--- config.mk ---
export PLATFORM = sky130hd
export DESIGN_NAME = slrc_top
export DESIGN_NICKNAME = d
export VERILOG_FILES = /design/src/design/slrc_pkg.sv /design/src/design/slrc_top.sv
export SDC_FILE = /design/constraint.sdc
export NUM_CORES = 1
export LEC_CHECK = 0
export BUFFER_PORTS_ARGS = -buffer_cell sky130_fd_sc_hd__buf_2
export CAP_MARGIN = 20
export CORE_MARGIN = 2
export CORE_UTILIZATION = 54
export DETAILED_ROUTE_END_ITERATION = 8
export GPL_TIMING_DRIVEN = 0
export PLACE_DENSITY = 0.74
export SETUP_SLACK_MARGIN = 0.4
export SLEW_MARGIN = 20
export SYNTH_ARGS = -nofsm -noshare
export SYNTH_HDL_FRONTEND = slang
export SYNTH_SLANG_ARGS = --single-unit
--- constraint.sdc ---
create_clock -name clk_in -period 7.3 [get_ports clk_in]
set_input_delay 1.46 -clock clk_in [delete_from_list [all_inputs] [get_ports clk_in]]
set_output_delay 1.46 -clock clk_in [all_outputs]
set_load 0.01 [all_outputs]
--- src/design/slrc_pkg.sv ---
// constants, types and reset values for the status indicator and reset controller
// Behaviour
// - strobe pin held low past 90ms: red
// - periphery fault: indicators alternate, second priority
// - address zero: green, data port refused
// - no-exchange red after soft or watchdog reset
// - no-exchange red suppressed unless watchdog activated
// - established data exchange shows green, lowest priority
// - flashing patterns toggle at about 2Hz
// - only highest priority condition is shown
// - repeater mode: green carries resynchronised Manchester copy
// - repeater mode: check telegram, remove tolerable jitter
// - repeater mode: telegram error holds output inactive
// - repeater mode: red output stays released high
// - detect 5.33MHz or 16MHz crystal, adapt clocking
// - clock watchdog resets after 20us without oscillation
// - any reset loads outputs F, drivers high impedance
// - non power-on reset pulses both strobes together
// - reset sets exchange inhibit until parameters written
// - soft or external reset initialises within 2ms
// - power-on initialises within 30ms, or 1000ms
package slrc_pkg;

    localparam int unsigned CLK_MHZ = 250;
    localparam int unsigned CLK_KHZ = CLK_MHZ * 1000;

    localparam int unsigned EXT_RST_MS = 90;
    localparam logic [31:0] EXT_RST_CYC = 32'(EXT_RST_MS * CLK_KHZ);
    localparam int unsigned INIT_SOFT_MS = 2;
    localparam logic [31:0] INIT_SOFT_CYC = 32'(INIT_SOFT_MS * CLK_KHZ);
    localparam int unsigned INIT_POR_MS = 30;
    localparam logic [31:0] INIT_POR_CYC = 32'(INIT_POR_MS * CLK_KHZ);
    localparam int unsigned INIT_POR_BIG_MS = 1000;
    localparam logic [31:0] INIT_POR_BIG_CYC = 32'(INIT_POR_BIG_MS * CLK_KHZ);
    localparam int unsigned CLKWDG_NS = 20000;
    localparam logic [31:0] CLKWDG_CYC = 32'(CLKWDG_NS * CLK_MHZ / 1000);
    localparam int unsigned STROBE_NS = 1000;
    localparam logic [31:0] STROBE_CYC = 32'(STROBE_NS * CLK_MHZ / 1000);

    // crystal detection: rising crystal edges counted over a fixed window
    localparam int unsigned XTAL_LOW_HZ = 5330000;
    localparam int unsigned XTAL_HIGH_HZ = 16000000;
    localparam int unsigned XTAL_WIN_NS = 1000;
    localparam logic [7:0] XTAL_WIN_CYC = 8'(XTAL_WIN_NS * CLK_MHZ / 1000);
    localparam logic [7:0] XTAL_EDGE_MIN = 8'h0A;

    // flash half period counted in crystal cycles
    localparam int unsigned FLASH_HZ = 2;
    localparam logic [31:0] FLASH_HALF_LOW = 32'(XTAL_LOW_HZ / (2 * FLASH_HZ));
    localparam logic [31:0] FLASH_HALF_HIGH = 32'(XTAL_HIGH_HZ / (2 * FLASH_HZ));

    // repeater grid: half bit, tolerated edge offsets, error hold
    localparam int unsigned HALF_BIT_NS = 3000;
    localparam logic [31:0] HALF_CYC = 32'(HALF_BIT_NS * CLK_MHZ / 1000);
    localparam logic [31:0] HALF_MID = HALF_CYC / 2;
    localparam int unsigned JIT_LATE_NS = 1500;
    localparam logic [31:0] JIT_LATE_CYC = 32'(JIT_LATE_NS * CLK_MHZ / 1000);
    localparam int unsigned JIT_EARLY_NS = 875;
    localparam logic [31:0] JIT_EARLY_CYC = 32'(JIT_EARLY_NS * CLK_MHZ / 1000);
    localparam int unsigned ERR_HOLD_US = 100;
    localparam logic [31:0] ERR_HOLD_CYC = 32'(ERR_HOLD_US * CLK_MHZ);

    localparam logic [11:0] CTRL_OFS = 12'h000;
    localparam logic [11:0] ADDR_OFS = 12'h004;
    localparam logic [11:0] STAT_OFS = 12'h008;
    localparam int unsigned CTRL_MASTER_BIT = 0;
    localparam int unsigned CTRL_WDG_BIT = 1;
    localparam int unsigned STAT_EXCH_DIS = 0;
    localparam int unsigned STAT_NO_EXCH = 1;
    localparam int unsigned STAT_EXT_RST = 2;
    localparam int unsigned STAT_XTAL16 = 3;
    localparam int unsigned STAT_CLK_DEAD = 4;
    localparam int unsigned STAT_RUN = 5;
    localparam int unsigned STAT_FAULT = 6;
    localparam logic [3:0] OUT_RST = 4'hF;

    typedef enum logic [1:0] {ST_INIT, ST_STROBE, ST_RUN} slrc_state_t;
    typedef enum logic [1:0] {RP_IDLE, RP_RUN, RP_HOLD} slrc_rep_t;

    typedef struct packed {
        slrc_state_t state;
        logic [31:0] cnt;
        logic por;
        logic [3:0] data;
        logic [3:0] param;
        logic exch_dis;
        logic no_exch;
        logic [31:0] ext_cnt;
        logic ext_active;
        logic xtal_prev;
        logic [7:0] xwin;
        logic [7:0] xedges;
        logic xtal16;
        logic [31:0] wdg_cnt;
        logic clk_dead;
        logic [31:0] flash_cnt;
        logic flash;
        logic master;
        logic wdg_en;
        logic [4:0] addr;
        logic pready;
        logic pslverr;
        logic [31:0] prdata;
        logic green_n;
        logic red_n;
        logic strobe_n;
        slrc_rep_t rp_state;
        logic [31:0] rp_cnt;
        logic rp_half;
        logic rp_start;
        logic rp_first;
        logic rp_samp;
        logic rp_out;
        logic rx_prev;
    } slrc_regs_t;

    localparam slrc_regs_t REGS_RST = '{
        state: ST_INIT, rp_state: RP_IDLE, por: 1'b1, data: OUT_RST, param: OUT_RST,
        exch_dis: 1'b1, green_n: 1'b1, red_n: 1'b1, strobe_n: 1'b1, rp_out: 1'b1,
        rx_prev: 1'b1, default: '0};

endpackage

--- src/design/slrc_top.sv ---
// status indicator, reset sequencing and telegram repeater with apb registers
//
// The APB register port and the register offsets were chosen for this implementation.
`timescale 1ns/1ps
`default_nettype none

module slrc_top
    import slrc_pkg::*;
#(
    parameter logic [31:0] EXT_RESET_CYCLES = EXT_RST_CYC,
    parameter logic [31:0] INIT_SOFT_CYCLES = INIT_SOFT_CYC,
    parameter logic [31:0] INIT_POR_CYCLES = INIT_POR_CYC,
    parameter logic [31:0] INIT_POR_BIG_CYCLES = INIT_POR_BIG_CYC,
    parameter logic [31:0] CLK_WDG_CYCLES = CLKWDG_CYC,
    parameter logic [31:0] FLASH_LOW_CYCLES = FLASH_HALF_LOW,
    parameter logic [31:0] FLASH_HIGH_CYCLES = FLASH_HALF_HIGH,
    parameter logic [31:0] ERR_HOLD_CYCLES = ERR_HOLD_CYC
) (
    input wire logic clk_in,
    input wire logic rst_in,
    input wire logic ce_in,
    input wire logic [11:0] paddr_in,
    input wire logic psel_in,
    input wire logic penable_in,
    input wire logic pwrite_in,
    input wire logic [31:0] pwdata_in,
    output logic [31:0] prdata_out,
    output logic pready_out,
    output logic pslverr_out,
    input wire logic crystal_in,
    input wire logic periphery_fault_n_in,
    input wire logic slave_reset_call_in,
    input wire logic broadcast_reset_call_in,
    input wire logic comm_wdg_expired_in,
    input wire logic write_param_in,
    input wire logic [3:0] param_in,
    input wire logic data_exch_in,
    input wire logic [3:0] data_in,
    input wire logic large_cap_in,
    input wire logic bus_rx_in,
    output logic [3:0] data_port_out,
    output logic [3:0] data_port_oe_n_out,
    output logic [3:0] param_port_out,
    output logic [3:0] param_port_oe_n_out,
    input wire logic data_strobe_pin_n_in,
    output logic data_strobe_n_out,
    output logic data_strobe_oe_n_out,
    output logic param_strobe_n_out,
    output logic green_indicator_out,
    output logic green_indicator_oe_n_out,
    output logic red_indicator_out,
    output logic red_indicator_oe_n_out
);

    if (EXT_RESET_CYCLES == 0 || INIT_SOFT_CYCLES == 0 || INIT_POR_CYCLES == 0 ||
        INIT_POR_BIG_CYCLES == 0 || CLK_WDG_CYCLES == 0 || FLASH_LOW_CYCLES == 0 ||
        FLASH_HIGH_CYCLES == 0 || ERR_HOLD_CYCLES == 0) begin : g_bad_param
        $error("slrc_top: every cycle count must be at least one");
    end

    function automatic logic slrc_hit(input logic [11:0] a, input logic [11:0] ofs);
        return a[11:2] == ofs[11:2];
    endfunction

    slrc_regs_t q;
    slrc_regs_t d;
    logic fault;
    logic xedge;
    logic clk_fire;
    logic ext_fire;
    logic soft_call;
    logic rst_evt;
    logic pin_low;
    logic rx_edge;
    logic rp_err;
    logic green_on;
    logic red_on;
    logic mapped;
    logic [31:0] rd;
    logic [31:0] init_len;
    logic [31:0] flash_half;

    assign fault = !periphery_fault_n_in;

    always_comb begin
        d = q;
        rd = 32'h0000_0000;
        rp_err = 1'b0;
        green_on = 1'b0;
        red_on = 1'b0;

        // crystal activity and frequency class
        xedge = crystal_in && !q.xtal_prev;
        d.xtal_prev = crystal_in;
        if (q.xwin == XTAL_WIN_CYC - 8'h01) begin
            d.xwin = 8'h00;
            d.xedges = 8'h00;
            d.xtal16 = (q.xedges + {7'h00, xedge}) >= XTAL_EDGE_MIN;
        end else begin
            d.xwin = q.xwin + 8'h01;
            d.xedges = q.xedges + {7'h00, xedge};
        end

        // watchdog saturates so a dead oscillator fires exactly once
        clk_fire = !xedge && (q.wdg_cnt == CLK_WDG_CYCLES - 32'h0000_0001);
        if (xedge) begin
            d.wdg_cnt = 32'h0000_0000;
            d.clk_dead = 1'b0;
        end else if (q.wdg_cnt != CLK_WDG_CYCLES) begin
            d.wdg_cnt = q.wdg_cnt + 32'h0000_0001;
        end
        if (clk_fire) begin
            d.clk_dead = 1'b1;
        end

        // flash timebase counts crystal cycles, so the rate tracks the crystal
        flash_half = q.xtal16 ? FLASH_HIGH_CYCLES : FLASH_LOW_CYCLES;
        if (xedge) begin
            if (q.flash_cnt >= flash_half - 32'h0000_0001) begin
                d.flash_cnt = 32'h0000_0000;
                d.flash = !q.flash;
            end else begin
                d.flash_cnt = q.flash_cnt + 32'h0000_0001;
            end
        end

        // external reset: our own strobe drives the pin low, so it is not counted
        pin_low = !data_strobe_pin_n_in;
        ext_fire = 1'b0;
        if (q.strobe_n) begin
            if (!pin_low) begin
                d.ext_cnt = 32'h0000_0000;
                d.ext_active = 1'b0;
            end else if (q.ext_cnt != EXT_RESET_CYCLES) begin
                d.ext_cnt = q.ext_cnt + 32'h0000_0001;
                ext_fire = (q.ext_cnt == EXT_RESET_CYCLES - 32'h0000_0001);
            end
        end
        if (ext_fire) begin
            d.ext_active = 1'b1;
        end

        soft_call = slave_reset_call_in || broadcast_reset_call_in ||
            (comm_wdg_expired_in && q.wdg_en);
        rst_evt = soft_call || ext_fire || clk_fire;

        init_len = q.por ? (large_cap_in ? INIT_POR_BIG_CYCLES : INIT_POR_CYCLES)
            : INIT_SOFT_CYCLES;

        case (q.state)
            ST_INIT: begin
                if (q.cnt >= init_len - 32'h0000_0001) begin
                    d.state = ST_RUN;
                    d.cnt = 32'h0000_0000;
                    d.por = 1'b0;
                end else begin
                    d.cnt = q.cnt + 32'h0000_0001;
                end
            end
            ST_STROBE: begin
                if (q.cnt == STROBE_CYC - 32'h0000_0001) begin
                    d.strobe_n = 1'b1;
                    d.state = ST_INIT;
                    d.cnt = 32'h0000_0000;
                end else begin
                    d.cnt = q.cnt + 32'h0000_0001;
                end
            end
            ST_RUN: begin
                if (write_param_in) begin
                    d.param = param_in;
                    d.exch_dis = 1'b0;
                    d.no_exch = 1'b0;
                end else if (data_exch_in && !q.exch_dis && q.addr != 5'h00 && !q.master) begin
                    // exchange before a parameter write is refused
                    d.data = data_in;
                end
            end
            default: begin
                d.state = ST_INIT;
                d.cnt = 32'h0000_0000;
            end
        endcase

        // any reset wins over the request of the same cycle
        if (rst_evt) begin
            d.state = ST_STROBE;
            d.cnt = 32'h0000_0000;
            d.strobe_n = 1'b0;
            d.data = OUT_RST;
            d.param = OUT_RST;
            d.exch_dis = 1'b1;
            d.por = 1'b0;
            d.no_exch = soft_call;
        end

        // repeater: edges are re-timed onto a half-bit grid started by the first fall
        d.rx_prev = bus_rx_in;
        rx_edge = bus_rx_in != q.rx_prev;
        case (q.rp_state)
            RP_IDLE: begin
                d.rp_out = 1'b1;
                if (q.master && q.rx_prev && !bus_rx_in) begin
                    d.rp_state = RP_RUN;
                    d.rp_cnt = 32'h0000_0000;
                    d.rp_half = 1'b0;
                    d.rp_start = 1'b1;
                end
            end
            RP_RUN: begin
                d.rp_cnt = q.rp_cnt + 32'h0000_0001;
                if (rx_edge && q.rp_cnt > JIT_LATE_CYC && q.rp_cnt < HALF_CYC - JIT_EARLY_CYC) begin
                    rp_err = 1'b1;
                end
                if (q.rp_cnt == HALF_MID) begin
                    d.rp_samp = bus_rx_in;
                    if (!q.rp_half) begin
                        d.rp_first = bus_rx_in;
                        d.rp_start = 1'b0;
                        if (q.rp_start && bus_rx_in) begin
                            rp_err = 1'b1;
                        end
                    end else if (q.rp_first == bus_rx_in) begin
                        // two equal halves: high is the pause after a telegram
                        if (bus_rx_in) begin
                            d.rp_state = RP_IDLE;
                            d.rp_out = 1'b1;
                        end else begin
                            rp_err = 1'b1;
                        end
                    end
                end
                if (q.rp_cnt == HALF_CYC - 32'h0000_0001) begin
                    d.rp_cnt = 32'h0000_0000;
                    d.rp_half = !q.rp_half;
                    d.rp_out = q.rp_samp;
                end
                if (rp_err) begin
                    d.rp_state = RP_HOLD;
                    d.rp_cnt = 32'h0000_0000;
                    d.rp_out = 1'b1;
                end
                if (!q.master) begin
                    d.rp_state = RP_IDLE;
                end
            end
            RP_HOLD: begin
                d.rp_out = 1'b1;
                if (q.rp_cnt >= ERR_HOLD_CYCLES - 32'h0000_0001) begin
                    d.rp_state = RP_IDLE;
                    d.rp_cnt = 32'h0000_0000;
                end else begin
                    d.rp_cnt = q.rp_cnt + 32'h0000_0001;
                end
            end
            default: begin
                d.rp_state = RP_IDLE;
            end
        endcase

        // indicators, first matching condition wins
        if (q.master) begin
            d.green_n = q.rp_out;
            d.red_n = 1'b1;
        end else begin
            if (q.ext_active) begin
                red_on = 1'b1;
            end else if (fault) begin
                green_on = q.flash;
                red_on = !q.flash;
            end else if (q.addr == 5'h00) begin
                green_on = 1'b1;
            end else if (q.exch_dis && q.no_exch && q.wdg_en) begin
                red_on = 1'b1;
            end else if (q.state == ST_RUN && !q.exch_dis) begin
                green_on = 1'b1;
            end
            d.green_n = !green_on;
            d.red_n = !red_on;
        end

        // apb: zero wait states, answer prepared in the setup cycle
        mapped = slrc_hit(paddr_in, CTRL_OFS) || slrc_hit(paddr_in, ADDR_OFS) ||
            slrc_hit(paddr_in, STAT_OFS);
        if (slrc_hit(paddr_in, CTRL_OFS)) begin
            rd[CTRL_MASTER_BIT] = q.master;
            rd[CTRL_WDG_BIT] = q.wdg_en;
        end
        if (slrc_hit(paddr_in, ADDR_OFS)) begin
            rd[4:0] = q.addr;
        end
        if (slrc_hit(paddr_in, STAT_OFS)) begin
            rd[STAT_EXCH_DIS] = q.exch_dis;
            rd[STAT_NO_EXCH] = q.no_exch;
            rd[STAT_EXT_RST] = q.ext_active;
            rd[STAT_XTAL16] = q.xtal16;
            rd[STAT_CLK_DEAD] = q.clk_dead;
            rd[STAT_RUN] = q.state == ST_RUN;
            rd[STAT_FAULT] = fault;
        end
        d.pready = psel_in && !penable_in;
        d.pslverr = psel_in && !penable_in && !mapped;
        if (psel_in && !penable_in) begin
            d.prdata = pwrite_in ? 32'h0000_0000 : rd;
        end
        if (psel_in && penable_in && q.pready && pwrite_in) begin
            if (slrc_hit(paddr_in, CTRL_OFS)) begin
                d.master = pwdata_in[CTRL_MASTER_BIT];
                d.wdg_en = pwdata_in[CTRL_WDG_BIT];
            end
            if (slrc_hit(paddr_in, ADDR_OFS)) begin
                d.addr = pwdata_in[4:0];
            end
        end
    end

    // clock enable low freezes every flop, including the bus answer
    always_ff @(posedge clk_in or posedge rst_in) begin
        if (rst_in) begin
            q <= REGS_RST;
        end else if (ce_in) begin
            q <= d;
        end
    end

    assign prdata_out = q.prdata;
    assign pready_out = q.pready;
    assign pslverr_out = q.pslverr;
    assign data_port_out = q.data;
    assign data_port_oe_n_out = q.data;
    assign param_port_out = q.param;
    assign param_port_oe_n_out = q.param;
    assign data_strobe_n_out = q.strobe_n;
    assign data_strobe_oe_n_out = q.strobe_n;
    assign param_strobe_n_out = q.strobe_n;
    assign green_indicator_out = q.green_n;
    assign green_indicator_oe_n_out = q.green_n;
    assign red_indicator_out = q.red_n;
    assign red_indicator_oe_n_out = q.red_n;
endmodule

`default_nettype wire

==> out/qor.txt <==
Clock sink count = 221
CP max FO = 10
Setup Viol. Count Final = 0
Critical Path End Type = register
Routed length per instance = 16.3 µm
DR pass1 iterations = 5
Fraction of registers with async set/reset = 100%
Area growth, synth to finish = 14.4%
Distinct cells, synth = 78
Ys Warns = 0
Final setup margin = 3.37 ns
First-pass GRT wire length = 52.4 mm
DP HPWL = 22.7 mm
Final Cycle Share = 53.8%
Post-CTS setup repair buffer count = 0
Final RePlAce weighted congestion = 0.869
Setup_tns = 0 ns
Vias per std cell = 5.72
Overall routed net length = 31.1 mm
Pre-CTS setup slack = 2.92 ns
CP Class = input port to register
CP required = 7.74 ns
Fmax = 254 MHz
Static leakage = 0.00660 µW
Antenna violations before repair = 2
Final net count = 1,685
Chip Width = 159 µm
# hold bufs at CTS = 0
Die area = 0.0254 mm²
Vias in the first global route = 10,757
PD cells = 208 mW/mm²
Flop-to-flop setup slack = 3.79 ns
RSZ-0062 raised after global routing = no
DRT iter0 DRCs = 940
GRT overflow = 0
Syn avg cell area = 9.05 µm²
Core area = 0.0235 mm²
Drt drc = 0
Antenna viol nets, final = 0
Area occupied by multi-input gates = 0.00680 mm²
Row count = 56
Root Buffer = clkbuf_16
Clock slew seen by the registers of the worst setup and hold paths = 0.06 ns
Slew HR = 40.7%
H-Tree Depth = 1
CTS-repair resized insts = 0
Endpoints failing hold = 0
Largest net degree at the start of global routing = 35
Ys flop type = dfrtp_1
Post-synthesis sequential area ratio = 42.6%
Max-slew violations = 0
Worst-Margin Slew = 0.883 ns
Post-route clock skew = 0.0114 ns
Clk buf depth = 3
Crit path arrival time = 4.37 ns
EDFF count, synth = 0
Register area = 0.00555 mm²
Die height = 159 µm
Yosys reg bits = 221
I/O Pins = 125
Starting Density = 55.3%
Maxcap violations = 0
Worst-skew pair later-pin latency = 0.53 ns
Vias = 10,916
Hold crit path type = register to register
Mapped Cells = 1,440
Mapped Area = 0.0130 mm²
Status = finished, final reports clean
Total track usage = 24.6%
Layout cell share with drive strength beyond 1 = 15.2%
Layout filler cell count = 2,011
CTS buffer count = 26
Startpoint class of the critical path = input port
Final worst path period need = 3.93 ns
# diodes = 0
Worst vdd ir = 0.163 mV
Port Buffer Count = 68
CTS tree = yes
[power by group]
group / switching (µW) / internal [µW] / leakage [µW]
logic: 255 / 149 / 0.00321
registers: 75.4 / 1300 / 0.00297
clock network: 514 / 805 / 0.000421
total: 844 / 2250 / 0.00660
[cell type report]
type | instances | area share, %
multi-input combinational | 1095 | 45.6
sequential | 221 | 37.2
clock buffer | 39 | 4.97
buffer | 99 | 3.94
timing repair buffer | 76 | 3.46
tap | 319 | 2.68
inverter | 50 | 1.28
clock inverter | 9 | 0.823
[worst max-delay path, cell delays in order]
cell and delay (ns):
buf_2 0.11, nand2_1 0.20, ha_1 0.36, a221oi_1 0.28, nand2_1 0.09, a311oi_1 0.52, o211ai_1 0.23, a211oi_2 0.51
buf_2 0.33, a21oi_1 0.09, o21ai_0 0.19
[layer usage]
| layer | share of wire (%) | vias to the layer above | GRT usage [%] |
|---|---|---|---|
| met3 | 5.2 | 47 | 3.72 |
| met1 | 45 | 5272 | 33.2 |
| met5 | 0.087 | - | 0 |
| met2 | 47 | 277 | 41.5 |
| li1 | - | 5316 | - |
| met4 | 2.2 | 4 | 6.69 |
[flip-flops by register name (all words and copies together), names as in the netlist, 4 cells and up]
signal	cells
q	201
prdata_out	7
data_port_oe_n_out	4
param_port_oe_n_out	4
[worst paths after layout]
kind,start,endpoint,cells past startpoint
hold / removal,prdata_out[3],prdata_out[3],2
setup reg to reg,q[211],q[226],10
min in group asynchronous,rst_in,q[142],2
hold reg to reg,prdata_out[3],prdata_out[3],2
max in group asynchronous,rst_in,q[195],6
setup / recovery,large_cap_in,q[226],11
[cells in the final DEF (no fill, tap or decap), drive strengths merged, types with 8 or more instances in the layout]
cell type	instances
nand2	136
nand3	92
xnor2	57
dfrtp	206
or4	9
a31oi	9
buf	145
conb	26
nand4	44
mux2	15
and3	39
nor4b	8
or3	22
nor4	38
clkbuf	69
o31ai	10
o22a	8
nor2	177
ha	48
dfstp	15
o21ai	66
xor2	52
nor3	40
a21o	8
nand2b	17
a21oi	65
inv	49
[through the flow]
stage | power [µW] | utilization (%) | area, µm² | std cells | hold WS (ns)
floorplan | 1660 | - | 13100 | 1465 | 0.442
global placement | 1770 | 58.9 | 13900 | 1852 | 0.464
detailed placement | 1790 | 59.6 | 14000 | 1860 | 0.474
CTS | 3110 | 63.3 | 14900 | 1908 | 0.487
global route | 3230 | 63.3 | 14900 | 1908 | 0.511
finish | 3100 | 63.3 | 14900 | 1908 | 0.492
[cells in the mapped netlist, types with 8 or more instances]
master    instances  share of area [%]
clkbuf_1         30               0.86
nand2b_1         17               0.82
buf_2            10               0.38
a21o_1            8               0.46
buf_4            54                3.1
xnor2_1          57                3.8
or3_1            22                1.1
nand2_1         136                3.9
xor2_1           52                3.5
nand4_1          43                2.1
dfrtp_1         206                 40
nor3_1           36                1.4
ha_1             48                4.6
a31oi_1           8               0.38
nor4_1           29                1.4
o31ai_1           9               0.52
a21oi_1          65                2.5
inv_1            50                1.4
nor4_2            8               0.77
and3_1           39                1.9
o21ai_0          64                2.5
nand3_1          91                3.5
nor2_1          177                5.1
o22a_1            8               0.54
dfstp_2          15                3.0
mux2_2           15                1.3
or4_1             9               0.52
[cells by family after synthesis]
family / share of synthesized area, %
compound gates: 11.7
xor+xnor: 7.33
fa+ha+maj: 4.61
buf+inv: 5.95
flops: 42.6
mux: 1.45
other cells: 0.0288
simple gates: 26.3
Power figures use the tool's default switching activity.
